File: src/gpx_defs.svh
// Offsets, field positions, reset values and widths of the GPIO port.
`ifndef GPX_DEFS_SVH
`define GPX_DEFS_SVH
`define GPX_OFF_DATA   12'h000
`define GPX_OFF_DIR    12'h004
`define GPX_OFF_OPT    12'h008
`define GPX_OFF_SENS   12'h00C
`define GPX_OFF_PIN    12'h010
`define GPX_OFF_IRQCFG 12'h014
`define GPX_OFF_STAT   12'h018
`define GPX_RST_BYTE   8'h00
`define GPX_RST_SENS   2'h0
`define GPX_SENS_W     2
`define GPX_STAT_PEND  0
`define GPX_STAT_MASK  1
`define GPX_STAT_WAKE  2
`define GPX_RESP_OKAY  2'h0
`define GPX_RESP_SLVERR 2'h2
`endif

File: src/gpx_pkg.sv
// Types shared by the GPIO port: bus channels, pin groups, modes and state.
package gpx_pkg;
    typedef enum logic [1:0] {
        GPX_SENS_FALL_LOW = 2'h0,
        GPX_SENS_RISE     = 2'h1,
        GPX_SENS_FALL     = 2'h2,
        GPX_SENS_BOTH     = 2'h3
    } gpx_sens_t;
    typedef enum logic [1:0] {
        GPX_PIN_STD    = 2'h0,
        GPX_PIN_IRQ_PU = 2'h1,
        GPX_PIN_IRQ_FL = 2'h2
    } gpx_kind_t;
    typedef enum logic [1:0] {
        GPX_BUS_IDLE = 2'h0,
        GPX_BUS_RESP = 2'h1
    } gpx_bstate_t;
    typedef struct packed {
        logic [11:0] awaddr;
        logic        awvalid;
        logic [31:0] wdata;
        logic [3:0]  wstrb;
        logic        wvalid;
        logic        bready;
        logic [11:0] araddr;
        logic        arvalid;
        logic        rready;
    } gpx_axi_req_t;
    typedef struct packed {
        logic        awready;
        logic        wready;
        logic [1:0]  bresp;
        logic        bvalid;
        logic        arready;
        logic [31:0] rdata;
        logic [1:0]  rresp;
        logic        rvalid;
    } gpx_axi_rsp_t;
    typedef struct packed {
        logic [7:0] alt_en;
        logic [7:0] alt_out_en;
        logic [7:0] alt_out;
        logic [7:0] alt_od;
    } gpx_alt_t;
    typedef struct packed {
        logic [7:0] out;
        logic [7:0] oe;
        logic [7:0] pull_up;
    } gpx_pad_t;
endpackage

File: src/gpx_port.sv
// Eight-pin GPIO port with alternate functions, interrupt and AXI4-Lite.
`timescale 1ns/1ps
`include "gpx_defs.svh"

// What this block does
// - Interrupt input pin event raises CPU request
// - Each pin detects independently per sensitivity
// - Qualify each pin, then OR together
// - Hidden request latch clears on vector fetch
// - Rewriting sensitivity bits discards pending request
// - Output mode drives pin from data latch
// - Option bit picks push-pull or open-drain
// - Alternate output function overrides standard pin settings
// - Peripheral output forces output, peripheral drive type
// - Peripheral input: software sets input, reads pin
// - Input with alternate output reads alternate value
// - Output with alternate input feeds data latch
// - Low-power modes keep state; interrupt wakes
// - Interrupt needs interrupt mode and cleared mask
// - Standard pins: four direction/option mode encodings
// - Pull-up interrupt pins: option 1 pull-up interrupt
// - Floating interrupt pins: option 1 floating interrupt
// - Input mode reads pin; writes touch latch only
// - All registers reset to zero
module gpx_port #(
    parameter int            NPINS = 8,
    parameter logic [15:0]   KIND  = 16'h0000
) (
    // Clock and reset.
    input  wire logic                  CORE_CLK,
    input  wire logic                  NRST,
    // Register bus.
    input  wire gpx_pkg::gpx_axi_req_t AXI_REQ,
    output      gpx_pkg::gpx_axi_rsp_t AXI_RSP,
    // Pads.
    input  wire logic [7:0]            PIN_IN,
    output      gpx_pkg::gpx_pad_t     PAD,
    // Alternate functions.
    input  wire gpx_pkg::gpx_alt_t     ALT,
    output      logic [7:0]            ALT_IN,
    // CPU interrupt interface.
    input  wire logic                  VECTOR_FETCH,
    input  wire logic                  IRQ_MASKED,
    input  wire logic                  LOW_POWER,
    output      logic                  IRQ_REQ,
    output      logic                  WAKEUP
);
    import gpx_pkg::*;

    // The per-pin logic and the byte-wide registers serve eight pins only.
    if (NPINS != 8) begin : g_bad_npins
        $error("gpx_port serves exactly eight pins");
    end
    // Kind code 3 has no pin behaviour behind it.
    for (genvar k = 0; k < 8; k++) begin : g_kind_chk
        if (KIND[2*k +: 2] == 2'h3) begin : g_bad_kind
            $error("gpx_port pin kind code 3 is not served");
        end
    end

    typedef struct packed {
        logic [7:0]  data;
        logic [7:0]  dir;
        logic [7:0]  opt;
        gpx_sens_t   sens;
        logic [7:0]  sync1;
        logic [7:0]  sync2;
        logic [7:0]  prev;
        logic        pend;
        gpx_bstate_t wst;
        logic [1:0]  bresp;
        gpx_bstate_t rst;
        logic [31:0] rdata;
        logic [1:0]  rresp;
        logic        aw_got;
        logic        w_got;
        logic [11:0] awaddr;
        logic [31:0] wdata;
        logic [3:0]  wstrb;
    } gpx_state_t;

    gpx_state_t st_q;
    gpx_state_t st_d;

    // ------------------------------------------------------------
    // Pin kind decoding
    // ------------------------------------------------------------
    function automatic gpx_kind_t kind_of(input int unsigned idx);
        kind_of = gpx_kind_t'(KIND[2*idx +: 2]);
    endfunction

    logic [7:0] irq_pin;
    logic [7:0] pu_cap;
    logic [7:0] pin_ev;
    logic [7:0] rd_view;
    logic       any_ev;

    // ------------------------------------------------------------
    // Per-pin pad, read-back and event logic
    // ------------------------------------------------------------
    genvar g;
    generate
        for (g = 0; g < 8; g++) begin : g_pin
            assign irq_pin[g] = (kind_of(g) != GPX_PIN_STD);
            assign pu_cap[g]  = (kind_of(g) != GPX_PIN_IRQ_FL);
            always_comb begin
                // Alternate output wins over the standard settings.
                if (ALT.alt_en[g] && ALT.alt_out_en[g]) begin
                    PAD.oe[g]  = ALT.alt_od[g] ? ~ALT.alt_out[g] : 1'b1;
                    PAD.out[g] = ALT.alt_out[g];
                end else if (st_q.dir[g]) begin
                    // Open-drain leaves a 1 floating.
                    PAD.oe[g]  = st_q.opt[g] ? 1'b1 : ~st_q.data[g];
                    PAD.out[g] = st_q.data[g];
                end else begin
                    PAD.oe[g]  = 1'b0;
                    PAD.out[g] = 1'b0;
                end
                // Pull-up only in pull-up input mode.
                PAD.pull_up[g] = ~st_q.dir[g] & st_q.opt[g] & pu_cap[g]
                                 & ~(ALT.alt_en[g] & ALT.alt_out_en[g]);
                // Read-back.
                if (!st_q.dir[g] && ALT.alt_en[g] && ALT.alt_out_en[g]) begin
                    rd_view[g] = ALT.alt_out[g];
                end else if (st_q.dir[g]) begin
                    rd_view[g] = st_q.data[g];
                end else begin
                    rd_view[g] = st_q.sync2[g];
                end
                // Peripheral input sees latch when pin is output.
                ALT_IN[g] = st_q.dir[g] ? st_q.data[g] : st_q.sync2[g];
                // Qualify each interrupt input by sensitivity.
                pin_ev[g] = 1'b0;
                if (irq_pin[g] && !st_q.dir[g] && st_q.opt[g]) begin
                    case (st_q.sens)
                        GPX_SENS_FALL_LOW: pin_ev[g] = ~st_q.sync2[g];
                        GPX_SENS_RISE:
                            pin_ev[g] = st_q.sync2[g] & ~st_q.prev[g];
                        GPX_SENS_FALL:
                            pin_ev[g] = ~st_q.sync2[g] & st_q.prev[g];
                        GPX_SENS_BOTH:
                            pin_ev[g] = st_q.sync2[g] ^ st_q.prev[g];
                        default:        pin_ev[g] = 1'b0;
                    endcase
                end
            end
        end
    endgenerate

    assign any_ev = |pin_ev;

    // ------------------------------------------------------------
    // Register bus decode
    // ------------------------------------------------------------
    function automatic logic mapped(input logic [11:0] a);
        mapped = (a == `GPX_OFF_DATA) || (a == `GPX_OFF_DIR)
              || (a == `GPX_OFF_OPT)  || (a == `GPX_OFF_SENS)
              || (a == `GPX_OFF_PIN)  || (a == `GPX_OFF_IRQCFG)
              || (a == `GPX_OFF_STAT);
    endfunction

    logic wr_go;
    logic [31:0] rd_word;

    assign wr_go = (st_q.wst == GPX_BUS_IDLE) && st_q.aw_got && st_q.w_got;

    always_comb begin
        case (AXI_REQ.araddr)
            `GPX_OFF_DATA:   rd_word = {24'h000000, rd_view};
            `GPX_OFF_DIR:    rd_word = {24'h000000, st_q.dir};
            `GPX_OFF_OPT:    rd_word = {24'h000000, st_q.opt};
            `GPX_OFF_SENS:   rd_word = {30'h00000000, st_q.sens};
            `GPX_OFF_PIN:    rd_word = {24'h000000, st_q.sync2};
            `GPX_OFF_IRQCFG: rd_word = {16'h0000, KIND};
            `GPX_OFF_STAT:   rd_word = {29'h00000000, WAKEUP,
                                        IRQ_MASKED, 1'b0};
            default:         rd_word = 32'h00000000;
        endcase
    end

    // ------------------------------------------------------------
    // Next state
    // ------------------------------------------------------------
    always_comb begin
        st_d = st_q;
        // Two-stage synchroniser ahead of detection.
        st_d.sync1 = PIN_IN;
        st_d.sync2 = st_q.sync1;
        st_d.prev  = st_q.sync2;
        // Address and data accepted in either order.
        if (AXI_REQ.awvalid && !st_q.aw_got && st_q.wst == GPX_BUS_IDLE) begin
            st_d.aw_got = 1'b1;
            st_d.awaddr = AXI_REQ.awaddr;
        end
        if (AXI_REQ.wvalid && !st_q.w_got && st_q.wst == GPX_BUS_IDLE) begin
            st_d.w_got = 1'b1;
            st_d.wdata = AXI_REQ.wdata;
            st_d.wstrb = AXI_REQ.wstrb;
        end
        if (st_q.pend && VECTOR_FETCH) begin
            st_d.pend = 1'b0;
        end
        if (wr_go) begin
            st_d.wst    = GPX_BUS_RESP;
            st_d.aw_got = 1'b0;
            st_d.w_got  = 1'b0;
            st_d.bresp  = mapped(st_q.awaddr) ? `GPX_RESP_OKAY
                                              : `GPX_RESP_SLVERR;
            if (st_q.wstrb[0]) begin
                case (st_q.awaddr)
                    `GPX_OFF_DATA: st_d.data = st_q.wdata[7:0];
                    `GPX_OFF_DIR:  st_d.dir  = st_q.wdata[7:0];
                    `GPX_OFF_OPT:  st_d.opt  = st_q.wdata[7:0];
                    `GPX_OFF_SENS: begin
                        st_d.sens = gpx_sens_t'(st_q.wdata[1:0]);
                        st_d.pend = 1'b0;
                    end
                    default: st_d.data = st_q.data;
                endcase
            end
        end
        // A new event wins over any clear in the same cycle.
        if (any_ev) begin
            st_d.pend = 1'b1;
        end
        if (st_q.wst == GPX_BUS_RESP && AXI_REQ.bready) begin
            st_d.wst = GPX_BUS_IDLE;
        end
        if (st_q.rst == GPX_BUS_IDLE && AXI_REQ.arvalid) begin
            st_d.rst   = GPX_BUS_RESP;
            st_d.rdata = rd_word;
            st_d.rresp = mapped(AXI_REQ.araddr) ? `GPX_RESP_OKAY
                                                : `GPX_RESP_SLVERR;
        end else if (st_q.rst == GPX_BUS_RESP && AXI_REQ.rready) begin
            st_d.rst = GPX_BUS_IDLE;
        end
    end

    always_ff @(posedge CORE_CLK or negedge NRST) begin
        if (!NRST) begin
            st_q <= '0;
        end else begin
            st_q <= st_d;
        end
    end

    // ------------------------------------------------------------
    // Outputs
    // ------------------------------------------------------------
    assign IRQ_REQ = st_q.pend & ~IRQ_MASKED;
    // Pins keep their state in low power; a request wakes the core.
    assign WAKEUP  = st_q.pend & LOW_POWER;

    assign AXI_RSP.awready = (st_q.wst == GPX_BUS_IDLE) && !st_q.aw_got;
    assign AXI_RSP.wready  = (st_q.wst == GPX_BUS_IDLE) && !st_q.w_got;
    assign AXI_RSP.bvalid  = (st_q.wst == GPX_BUS_RESP);
    assign AXI_RSP.bresp   = st_q.bresp;
    assign AXI_RSP.arready = (st_q.rst == GPX_BUS_IDLE);
    assign AXI_RSP.rvalid  = (st_q.rst == GPX_BUS_RESP);
    assign AXI_RSP.rdata   = st_q.rdata;
    assign AXI_RSP.rresp   = st_q.rresp;

    // ------------------------------------------------------------
    // Assertions
    // ------------------------------------------------------------
    a_event_sets_pend: assert property (
        @(posedge CORE_CLK) disable iff (!NRST)
        any_ev |=> st_q.pend)
        else $error("event did not set pending request");

    a_fetch_clears: assert property (
        @(posedge CORE_CLK) disable iff (!NRST)
        st_q.pend && VECTOR_FETCH && !any_ev && !wr_go |=> !st_q.pend)
        else $error("vector fetch did not clear request");

    a_sens_write_clear: assert property (
        @(posedge CORE_CLK) disable iff (!NRST)
        wr_go && st_q.awaddr == `GPX_OFF_SENS && st_q.wstrb[0] && !any_ev
        |=> !st_q.pend)
        else $error("sensitivity rewrite did not discard request");

    a_mask_gates_irq: assert property (
        @(posedge CORE_CLK) disable iff (!NRST)
        IRQ_MASKED |-> !IRQ_REQ)
        else $error("masked request reached the CPU");

    a_opendrain_float: assert property (
        @(posedge CORE_CLK) disable iff (!NRST)
        st_q.dir[0] && !st_q.opt[0] && st_q.data[0] && !ALT.alt_en[0]
        |-> !PAD.oe[0])
        else $error("open-drain pin drove a one");

    a_input_no_drive: assert property (
        @(posedge CORE_CLK) disable iff (!NRST)
        !st_q.dir[1] && !ALT.alt_en[1] |-> !PAD.oe[1])
        else $error("input pin was driven");

    a_sync_delay: assert property (
        @(posedge CORE_CLK) disable iff (!NRST)
        ##2 st_q.sync2 == $past(PIN_IN, 2))
        else $error("pin synchroniser delay wrong");

    a_write_resp: assert property (
        @(posedge CORE_CLK) disable iff (!NRST)
        wr_go |=> AXI_RSP.bvalid)
        else $error("write response missing");

    a_read_resp: assert property (
        @(posedge CORE_CLK) disable iff (!NRST)
        AXI_REQ.arvalid && AXI_RSP.arready |=> AXI_RSP.rvalid)
        else $error("read response missing");

    a_alt_overrides: assert property (
        @(posedge CORE_CLK) disable iff (!NRST)
        ALT.alt_en[0] && ALT.alt_out_en[0] && !ALT.alt_od[0]
        |-> PAD.oe[0] && PAD.out[0] == ALT.alt_out[0])
        else $error("alternate output did not own the pin");

    a_pushpull_drive: assert property (
        @(posedge CORE_CLK) disable iff (!NRST)
        st_q.dir[2] && st_q.opt[2] && !ALT.alt_en[2]
        |-> PAD.oe[2] && PAD.out[2] == st_q.data[2])
        else $error("push-pull pin not driven from latch");

    a_alt_in_latch: assert property (
        @(posedge CORE_CLK) disable iff (!NRST)
        st_q.dir[1] |-> ALT_IN[1] == st_q.data[1])
        else $error("peripheral input did not see the latch");

    a_pullup_mode: assert property (
        @(posedge CORE_CLK) disable iff (!NRST)
        PAD.pull_up[3] |-> !st_q.dir[3] && st_q.opt[3])
        else $error("pull-up on outside pull-up input mode");

    a_irq_unmasked: assert property (
        @(posedge CORE_CLK) disable iff (!NRST)
        st_q.pend && !IRQ_MASKED |-> IRQ_REQ)
        else $error("unmasked pending request not raised");

    a_wake_request: assert property (
        @(posedge CORE_CLK) disable iff (!NRST)
        st_q.pend && LOW_POWER |-> WAKEUP)
        else $error("pending request did not wake the core");
endmodule

File: config.mk
export PLATFORM = sky130hd
export DESIGN_NAME = gpx_port
export DESIGN_NICKNAME = d
export VERILOG_FILES = /design/src/gpx_pkg.sv /design/src/gpx_port.sv
export VERILOG_INCLUDE_DIRS = /design/src
export SDC_FILE = /design/constraint.sdc
export NUM_CORES = 1
export LEC_CHECK = 0
export BUFFER_PORTS_ARGS = -buffer_cell sky130_fd_sc_hd__buf_2
export CORE_ASPECT_RATIO = 0.75
export CORE_MARGIN = 2
export CORE_UTILIZATION = 45
export DETAILED_ROUTE_END_ITERATION = 8
export HOLD_SLACK_MARGIN = 0.08
export PLACE_DENSITY = 0.87
export REMOVE_ABC_BUFFERS = 1
export SETUP_SLACK_MARGIN = 0.5
export SLEW_MARGIN = 15
export SYNTH_ARGS = -nofsm -noshare
export SYNTH_HDL_FRONTEND = slang
export SYNTH_SLANG_ARGS = --single-unit
File: constraint.sdc
create_clock -name CORE_CLK -period 2 [get_ports CORE_CLK]
set_input_delay 0.4 -clock CORE_CLK [delete_from_list [all_inputs] [get_ports CORE_CLK]]
set_output_delay 0.4 -clock CORE_CLK [all_outputs]
set_load 0.03 [all_outputs]
* Yosys cells after proc, flatten, opt, wreduce, memory -nomap -nowiden
Index checks and enable logic that the tools add are counted.
** Word-level totals
- Bits in registers :: 106
- Word-level logic and storage cells :: 237
- Bits of input ports :: 110
** Operators by class
- Muxes and demuxes :: 77
- Eq/ne operators :: 14
- Reductions and logical operators :: 70
- Bitwise operators :: 59
** Operator list (number)
- $eq 12x5->1 const B :: 6
- $mux 1 :: 69
- $eq 12x4->1 const B :: 4
- $pmux 8 s6 :: 1
- $logic_and 1x1->1 :: 36
- $not 1->1 :: 33
- $and 1x1->1 :: 26
- $eq 12x3->1 const B :: 2
- $logic_not 12->1 :: 2
- $logic_or 1x1->1 :: 12
- $mux 2 :: 6
- $reduce_and 3->1 :: 4
- $logic_not 1->1 :: 10
- $reduce_bool 2->1 :: 4
- $mux 5 :: 1
- $eq 2x1->1 const B :: 2
- $logic_not 2->1 :: 2

* Logic depth before layout (Yosys ltp)
Gate-level depths: netlist of the first run.
- Word-level depth :: 10
- Mapped depth :: 5
- Mapped depth without buffers :: 4

* Worst setup path after synthesis of the first run
No wires, ideal clock.
- Kind :: register to register
- From :: register st_q[88] in the netlist's numbering
- To :: register st_q[38] in the netlist's numbering
- Required time :: 1.875 ns
- Arrival time :: 1.800 ns
- Cell stages (with the launch flop) :: 5
- Slack :: 0.076 ns
- Cells stage by stage :: dfrtp_1 -> nor2_1 -> and2_1 -> clkbuf_1 -> mux2_2
** On the way
- Word-level cells in the longest chain between the ends :: 2
** RTL lines
- start: declaration :: RTL line gpx_port.sv:82 : gpx_state_t st_q;
- start signal: assignment :: RTL line gpx_port.sv:243 : st_q <= st_d;
- $logic_not 2->1 :: RTL line gpx_port.sv:191 : if (AXI_REQ.awvalid && !st_q.aw_got && st_q.wst == GPX_BUS_IDLE) begin
- $logic_and 1x1->1 :: RTL line gpx_port.sv:191
Every way passes these cells.
A chain may end at the register's enable or synchronous reset.

* Worst setup path in the final report of the first run
- From :: register st_q[47] in the netlist's numbering
- To :: register st_q[135] in the netlist's numbering
** On the way
- Word-level cells in the longest chain between the ends :: 2
** RTL lines
- $logic_not 12->1 :: RTL line gpx_port.sv:210 : case (st_q.awaddr)
- $reduce_and 3->1 (no source line)
Every way passes these cells.

==> results of run 1 <==
[critical path, cell delays in order, from the launching register on]
cell     delay [ns]
dfrtp_1        0.43
nor4b_4        0.35
nand4_4        0.19
or3_4          0.38
buf_12         0.16
mux2_4         0.29
[kinds of logic after synthesis]
family	after synthesis	synth area share, %
buffers and inverters	52	8.37
other	1	0.0916
DFF	78	47.7
AOI/OAI and AO/OA	62	10.9
and+or+nand+nor	102	16.4
muxes	57	16.6
[layout make-up]
class	instances	area share, %
Sequential cell	78	32.7
Clock buffer	11	3.87
Timing Repair Buffer	182	22.3
Inverter	7	0.437
Tap cell	112	2.33
Clock inverter	4	1.21
Multi-Input combinational cell	247	37.1
[path summary, 6_finish.rpt]
kind	from	endpoint	slack (ns)	cells past startpoint
min reg2reg	st_d[106]	st_d[98]	0.35	0
max in group asynchronous	NRST	st_q[130]	1.57	2
max reg2reg	st_q[47]	st_q[135]	0.06	5
max	st_q[47]	st_q[135]	0.06	5
min in group CORE_CLK	PIN_IN[5]	st_d[104]	0.18	1
min	NRST	st_d[95]	0.09	2
[power groups by stage]
| stage | logic, mW | registers (mW) | clock network, mW |
|---|---|---|---|
| 3_5_place_dp | 1.03 | 2.19 | 0 |
| 2_1_floorplan | 0.711 | 2.13 | 0 |
| 4_1_cts | 1.12 | 2.18 | 1.70 |
| 6_report | 1.37 | 2.19 | 1.67 |
| 5_1_grt | 1.47 | 2.24 | 1.77 |
| 3_3_place_gp | 0.997 | 2.16 | 0 |
[sequential cells by signal, indices dropped and copies added (netlist names)]
register	flops
st_d	16
AXI_RSP	10
st_q	52
[what timing repair did]
item	in CTS	in global routing
pin swaps	19	17
gates cloned	0	1
setup buffers	29	12
endpoints found under the setup margin	80	74
gates resized for setup	120	54
[routing by layer]
| metal | routed length (um) | global-route usage (%) | share of wire [%] | vias up |
|---|---|---|---|---|
| met4 | 196 | 6.21 | 1.6 | 2 |
| met5 | 13 | 0 | 0.11 | - |
| li1 | - | - | - | 1573 |
| met3 | 949 | 6.50 | 7.9 | 23 |
| met2 | 6230 | 40.7 | 52 | 167 |
| met1 | 4630 | 27.1 | 39 | 1702 |
[per-stage QoR]
stage / utilization [%] / area (um2) / cells
finish: 67.3 / 6020 / 641
global placement: 53.3 / 4760 / 584
global route: 67.3 / 6020 / 641
CTS: 63.8 / 5700 / 628
floorplan: - / 3870 / 332
detailed placement: 53.3 / 4760 / 584
[placed cells by master (no fill, tap or decap), types with 7 or more instances in the layout]
| cell type | instances |
|---|---|
| a21oi_1 | 12 |
| and2_1 | 8 |
| buf_2 | 97 |
| buf_4 | 35 |
| buf_6 | 46 |
| clkbuf_16 | 9 |
| conb_1 | 26 |
| dfrtp_1 | 65 |
| dfrtp_2 | 13 |
| mux2_2 | 22 |
| mux2_4 | 32 |
| nand2_1 | 16 |
| nand2b_1 | 7 |
| nand3_1 | 9 |
==> impl_metrics.env, run 1 <==
export IMPL_status="complete, no violations"
export IMPL_synth_most_common_cell="dfrtp_1"
export IMPL_seq_area_mm2=0.00197
export IMPL_synthCells=352
export IMPL_fp_dieArea_mm2=0.00989
export IMPL_hold_class="input pin to async pin"
export IMPL_dpl_hpwl_mm=7.23
export IMPL_period_share_pct=97.0
export IMPL_numCtsBuffers=9
export IMPL_clock_skew_final_ns=0.00773
export IMPL_synth_distinct_cells=48
export IMPL_gr_total_overflow=0
export IMPL_start_util_pct=45.8
export IMPL_row_count=30
export IMPL_die_x_um=114
export IMPL_ys_ff_latch=78
export IMPL_grtUsageTotal_pct=22.8
export IMPL_syn_cell_area_mm2=0.00410
export IMPL_drc=0
export IMPL_dieHeight_um=86.6
export IMPL_critical_path_peak_fanout=8
export IMPL_syn2layout_area_growth_pct=46.9
export IMPL_p_leak_nw=2.92
export IMPL_async_reset_ff_share_pct=100
export IMPL_avgViaCountPerCell=5.41
export IMPL_cp_arrival_ns=2.14
export IMPL_vdd_drop_max_mv=0.905
export IMPL_synth_top_cells_by_count="dfrtp_1 (78), mux2_2 (46), buf_4 (37)"
export IMPL_ctsRootBufferMaster="clkbuf_16"
export IMPL_drv_cap=0
export IMPL_synth_top_flop_cell="dfrtp_1"
export IMPL_fmax_mhz=516
export IMPL_swShare_pct=30.1
export IMPL_multi_input_area_mm2=0.00223
export IMPL_core_mm2=0.00893
export IMPL_hold_ws_ns=0.0906
export IMPL_slew_headroom_pct=61.4
export IMPL_cts_tree="yes"
export IMPL_p_sw_mw=1.57
export IMPL_path_clk_slew_ns=0.06
export IMPL_setup_viol=0
export IMPL_p_comb_share_pct=26.2
export IMPL_first_global_vias=3496
export IMPL_finalPower_mw=5.23
export IMPL_critPathCaptureType="flip-flop"
export IMPL_routedWlPerCell_um=18.8
export IMPL_routabilityCongestion=0.829
export IMPL_totalWireLength_mm=12.0
export IMPL_setup_tns_ns=0
export IMPL_cts_max_level=3
export IMPL_firstDrtPassIters=4
export IMPL_antenna_found_initial=1
export IMPL_internal_power_mw=3.66
export IMPL_drt_initial_drc_count=192
export IMPL_tightest_slew_ns=0.577
export IMPL_diodes=0
export IMPL_crit_type="flip-flop to flip-flop"
export IMPL_synth_warning_count=0
export IMPL_synth_area_leader_cell="dfrtp_1"
export IMPL_ios=185
export IMPL_seq_power_share_pct=41.9
export IMPL_avgSynthCellArea_um2=11.6
export IMPL_port_buffers=131
export IMPL_rsz0062_at_grt="yes"
export IMPL_synth_edf_count=0
export IMPL_nNetsFinal=635
export IMPL_crit_path_start_kind="flip-flop"
export IMPL_netlist_area_leader_share_pct=47.7
export IMPL_vias=3467
export IMPL_worst_skew_pair_late_latency_ns=0.32
export IMPL_period_minus_slack_ns=1.94
export IMPL_cts_hold_buf=0
export IMPL_layout_setup_ws_ns=0.0608
export IMPL_hold_viol_final=0
export IMPL_synth_seq_area_share_pct=47.7
export IMPL_clock_sinks=78
export IMPL_final_max_slew_viol_count=0
export IMPL_pre_cts_ws_ns=0.0348
export IMPL_antenna_left=0
export IMPL_grt_pass1_wl_mm=17.5
export IMPL_clockBufferDepth=2
export IMPL_synthTopCellsByArea="dfrtp_1 (48%), mux2_2 (13%), buf_4 (6.8%)"
export IMPL_critPathRequiredTime_ns=2.20
export IMPL_power_density_mw_per_mm2=869
export IMPL_fillers=643
export IMPL_grt_max_degree=79
export IMPL_drive_gt1_share_pct=59.4
export IMPL_clkPwrFrac_pct=31.9
(Power assumes the default switching activity.)
==> inputs of run 2 (changes only) <==
Settings changed: CORE_UTILIZATION 45 to 43, SETUP_SLACK_MARGIN 0.5 to 0.2.
Clock period 2 ns to 1.6 ns, I/O delays scaled along.
==> impl_metrics.env, run 2 (synthesis results as in run 1) <==
export IMPL_status="finished, violations left"
export IMPL_violations="negative setup slack"
export IMPL_largest_register_ffs=52
export IMPL_largest_register="st_q"
export IMPL_period_minus_slack_ns=1.87
export IMPL_layout_setup_ws_ns=-0.271
export IMPL_grt_max_degree=34
export IMPL_die_x_um=117
export IMPL_path_clk_slew_ns=0.06
export IMPL_final_util_pct=70.1
export IMPL_hold_class="input pin to flip-flop"
export IMPL_routabilityCongestion=0.841
export IMPL_totalWireLength_mm=12.3
export IMPL_ios=185
export IMPL_setup_viol=27
export IMPL_cts_max_level=3
export IMPL_cp_arrival_ns=2.07
export IMPL_crit_type="flip-flop to flip-flop"
export IMPL_power_density_mw_per_mm2=1090
export IMPL_diodes=0
export IMPL_grt_pass1_wl_mm=18.0
export IMPL_clock_skew_final_ns=0.00474
export IMPL_clock_sinks=78
export IMPL_period_share_pct=117
export IMPL_vdd_drop_max_mv=1.07
export IMPL_drive_gt1_share_pct=62.8
export IMPL_antenna_found_initial=0
export IMPL_clockBufferDepth=2
export IMPL_crit_path_start_kind="flip-flop"
export IMPL_routedWlPerCell_um=17.9
export IMPL_drt_initial_drc_count=213
export IMPL_cts_tree="yes"
export IMPL_avgViaCountPerCell=5.32
export IMPL_nNetsFinal=663
export IMPL_syn2layout_area_growth_pct=56.7
export IMPL_critPathRequiredTime_ns=1.80
export IMPL_final_cell_mix="buf_2 (92), dfrtp_1 (64), buf_4 (61)"
export IMPL_drv_cap=0
export IMPL_vias=3639
export IMPL_drc=0
export IMPL_port_buffers=131
export IMPL_firstDrtPassIters=5
export IMPL_p_leak_nw=3.15
export IMPL_hold_viol_final=0
export IMPL_dieHeight_um=88.5
export IMPL_fp_dieArea_mm2=0.0103
export IMPL_worst_skew_pair_late_latency_ns=0.32
export IMPL_grtUsageTotal_pct=22.9
export IMPL_antenna_left=0
export IMPL_dpl_hpwl_mm=8.00
export IMPL_row_count=30
export IMPL_rsz0062_at_grt="yes"
export IMPL_start_util_pct=44.7
export IMPL_final_max_slew_viol_count=0
export IMPL_final_common_cell="buf_2"
export IMPL_fmax_mhz=535
export IMPL_ctsRootBufferMaster="clkbuf_16"
export IMPL_critPathCaptureType="flip-flop"
export IMPL_critical_path_peak_fanout=8
export IMPL_hold_ws_ns=0.101
export IMPL_pre_cts_ws_ns=-0.301
export IMPL_numCtsBuffers=9
export IMPL_first_global_vias=3607
export IMPL_core_mm2=0.00916
export IMPL_gr_total_overflow=0
## run 2: metrics by stage
step	power [mW]	cells	setup TNS, ns	area [um2]
finish	6.98	684	-6.34	6420
global route	7.31	684	-8.06	6420
CTS	6.70	673	-6.46	6090
detailed placement	4.29	625	-8.19	5010
global placement	4.19	625	-7.02	5010
floorplan	3.56	332	-14.17	3870
## run 2: path summary, 6_finish.rpt
check	from	slack (ns)	end	depth (start not counted)
max	st_q[40]	-0.27	st_q[131]	6
min reg2reg	st_d[101]	0.35	st_d[93]	0
max reg2reg	st_q[40]	-0.27	st_q[131]	6
min in group asynchronous	NRST	0.45	st_d[105]	2
min	PIN_IN[5]	0.10	st_d[104]	1
max in group asynchronous	NRST	0.54	st_q[126]	3
## run 2: critical path, cell delays in order, from the launching register on
cell,delay [ns]
dfrtp_1,0.41
nor4b_4,0.35
nand4_4,0.13
buf_6,0.16
nor3b_4,0.22
buf_12,0.17
mux2_4,0.31
## run 2: cell type report
cell class                      count  area (um2)
Fill cell                         617        2740
Multi-Input combinational cell    247        2340
Sequential cell                    78        1970
Timing Repair Buffer              210        1600
Clock buffer                       10         239
Tap cell                          128         160
Clock inverter                      4        72.6
Inverter                            7        28.8
## run 2: report_power, final
part / switching, mW / leakage (nW) / internal (mW)
Clock: 0.739 / 0.150 / 1.39
Combinational: 0.959 / 2.04 / 1.20
Sequential: 0.362 / 0.965 / 2.33
Total: 2.06 / 3.15 / 4.92
## run 2: repair_timing
item	in CTS	in global routing
setup buffers	33	11
hold buffers	1	0
pin swaps	27	18
gates resized for setup	148	63
endpoints found under the setup margin	91	96
hold endpoints to repair	25	0
## run 2: metal layers
layer / routed length, um / vias up / track usage [%]
li1: - / 1636 / -
met1: 4800 / 1814 / 26.7
met2: 6440 / 169 / 42.0
met3: 847 / 20 / 6.03
met4: 161 / 0 / 6.31
met5: 0 / - / 0
==> inputs of run 3 (changes only) <==
Settings changed: BUFFER_PORTS_ARGS -buffer_cell sky130_fd_sc_hd__buf_2 to default, CORE_UTILIZATION 43 to 45, DONT_BUFFER_PORTS from default to 1, PLACE_DENSITY 0.87 to 0.72.
==> impl_metrics.env, run 3 (synthesis results as in run 1) <==
export IMPL_numCtsBuffers=9
export IMPL_cts_hold_buf=10
export IMPL_endpoint="st_q[117]"
export IMPL_period_share_pct=116
export IMPL_vdd_drop_max_mv=1.27
export IMPL_setup_viol=26
export IMPL_reg2reg_from="st_q[43]"
export IMPL_cts_tree="yes"
export IMPL_r2r_end="st_q[117]"
export IMPL_final_cell_mix="dfrtp_1 (65), mux2_4 (45), buf_4 (42)"
export IMPL_avgViaCountPerCell=5.72
export IMPL_clock_sinks=78
export IMPL_rsz0062_at_grt="yes"
export IMPL_dpl_hpwl_mm=6.66
export IMPL_clock_skew_final_ns=0.00634
export IMPL_layout_setup_ws_ns=-0.254
export IMPL_status="finished, violations left"
export IMPL_antenna_left=0
export IMPL_critPathRequiredTime_ns=1.81
export IMPL_vias=3054
export IMPL_syn2layout_area_growth_pct=33.9
export IMPL_antenna_found_initial=0
export IMPL_largest_register_ffs=52
export IMPL_die_x_um=114
export IMPL_ios=185
export IMPL_finalInstanceArea_mm2=0.00548
export IMPL_grt_pass1_wl_mm=15.6
export IMPL_grtUsageTotal_pct=20.7
export IMPL_routedWlPerCell_um=19.6
export IMPL_largest_register="st_q"
export IMPL_hold_class="input pin to async pin"
export IMPL_fp_dieArea_mm2=0.00989
export IMPL_drc=0
export IMPL_totalWireLength_mm=10.5
export IMPL_pre_cts_ws_ns=-0.281
export IMPL_power_density_mw_per_mm2=1200
export IMPL_row_count=30
export IMPL_cp_arrival_ns=2.06
export IMPL_path_clk_slew_ns=0.06
export IMPL_p_leak_nw=2.51
export IMPL_rrSetupSlack_ns=-0.25
export IMPL_critPathCaptureType="flip-flop"
export IMPL_nNetsFinal=528
export IMPL_port_buffers=0
export IMPL_dieHeight_um=86.6
export IMPL_crit_start="st_q[43]"
export IMPL_core_mm2=0.00893
export IMPL_critical_path_peak_fanout=8
export IMPL_place_area_mm2=0.00433
export IMPL_ctsRootBufferMaster="clkbuf_16"
export IMPL_drv_cap=0
export IMPL_final_common_cell="dfrtp_1"
export IMPL_crit_path_start_kind="flip-flop"
export IMPL_grt_max_degree=79
export IMPL_reg2reg_depth=6
export IMPL_slew_headroom_pct=55.5
export IMPL_fmax_mhz=539
export IMPL_clockBufferDepth=2
export IMPL_period_minus_slack_ns=1.85
export IMPL_drive_gt1_share_pct=48.3
export IMPL_gr_total_overflow=0
export IMPL_hold_ws_ns=-0.318
export IMPL_fillers=673
export IMPL_first_global_vias=3042
export IMPL_start_util_pct=45.8
export IMPL_crit_type="flip-flop to flip-flop"
export IMPL_hold_viol_final=78
export IMPL_cts_max_level=3
export IMPL_final_max_slew_viol_count=0
export IMPL_worst_skew_pair_late_latency_ns=0.33
export IMPL_routabilityCongestion=0.775
export IMPL_firstDrtPassIters=4
export IMPL_violations="negative hold slack, negative setup slack"
export IMPL_tightest_slew_ns=0.666
export IMPL_diodes=0
export IMPL_drt_initial_drc_count=144
[run 3: cell count changes in the layout (fill, tap and decap cells not counted), sizes merged]
cell,change
dlygate4sd3,+9
bufinv,-2
inv,-1
clkbuf,+4
buf,-144
[run 3: where the power goes]
| part | switching, mW | leakage, nW | internal [mW] |
|---|---|---|---|
| clock network | 0.734 | 0.133 | 1.13 |
| logic | 0.863 | 1.41 | 1.17 |
| registers | 0.344 | 0.967 | 2.33 |
| total | 1.94 | 2.51 | 4.62 |
[run 3: how the worst min path moves through the flow]
stage               startpoint           to  slack [ns]
floorplan                 NRST  AXI_RSP[10]        0.02
global placement          NRST    st_d[105]        0.03
detailed placement        NRST    st_d[105]        0.03
CTS                       NRST    st_q[140]       -0.33
global route              NRST    st_q[139]       -0.34
finish                    NRST    st_q[139]       -0.32
[run 3: timing repair]
action / CTS / global route
resized for setup: 103 / 35
pin swaps: 25 / 16
endpoints found under the hold margin: 88 / 78
buffers inserted: 20 / 7
setup endpoints to repair: 93 / 94
gates cloned: 2 / 0
[run 3: critical path, stage by stage, from the launching register on]
cell	delay (ns)
dfrtp_1	0.40
nor4_4	0.35
nand4_4	0.12
buf_6	0.15
nor3b_4	0.20
buf_12	0.17
mux2_2	0.33
[run 3: through the flow]
stage	TNS [ns]	hold slack [ns]	std cells	power, mW	util (%)
2_1_floorplan	-14.17	0.0244	332	3.56	-
3_3_place_gp	-6.41	0.0263	480	4.03	48.5
3_5_place_dp	-7.04	0.0264	480	4.09	48.5
4_1_cts	-5.92	-0.334	527	6.52	59.2
5_1_grt	-7.29	-0.337	534	6.85	61.4
6_report	-5.52	-0.318	534	6.56	61.4
[run 3: layout make-up]
type	count	area [um2]	area share (%)
Multi-Input combinational cell	247	2320	42.3
Clock inverter	1	5.00	0.0913
Sequential cell	78	1970	35.9
Tap cell	112	140	2.56
Timing Repair Buffer	75	754	13.8
Inverter	7	32.5	0.593
Clock buffer	14	264	4.81
[run 3: routing by layer]
metal	vias to the layer above	GRT usage (%)	share of wire, %
met5	-	0	0
met4	0	6.87	1.3
met3	15	7.69	9.4
met2	148	33.2	48
met1	1538	26.1	41
li1	1353	-	-
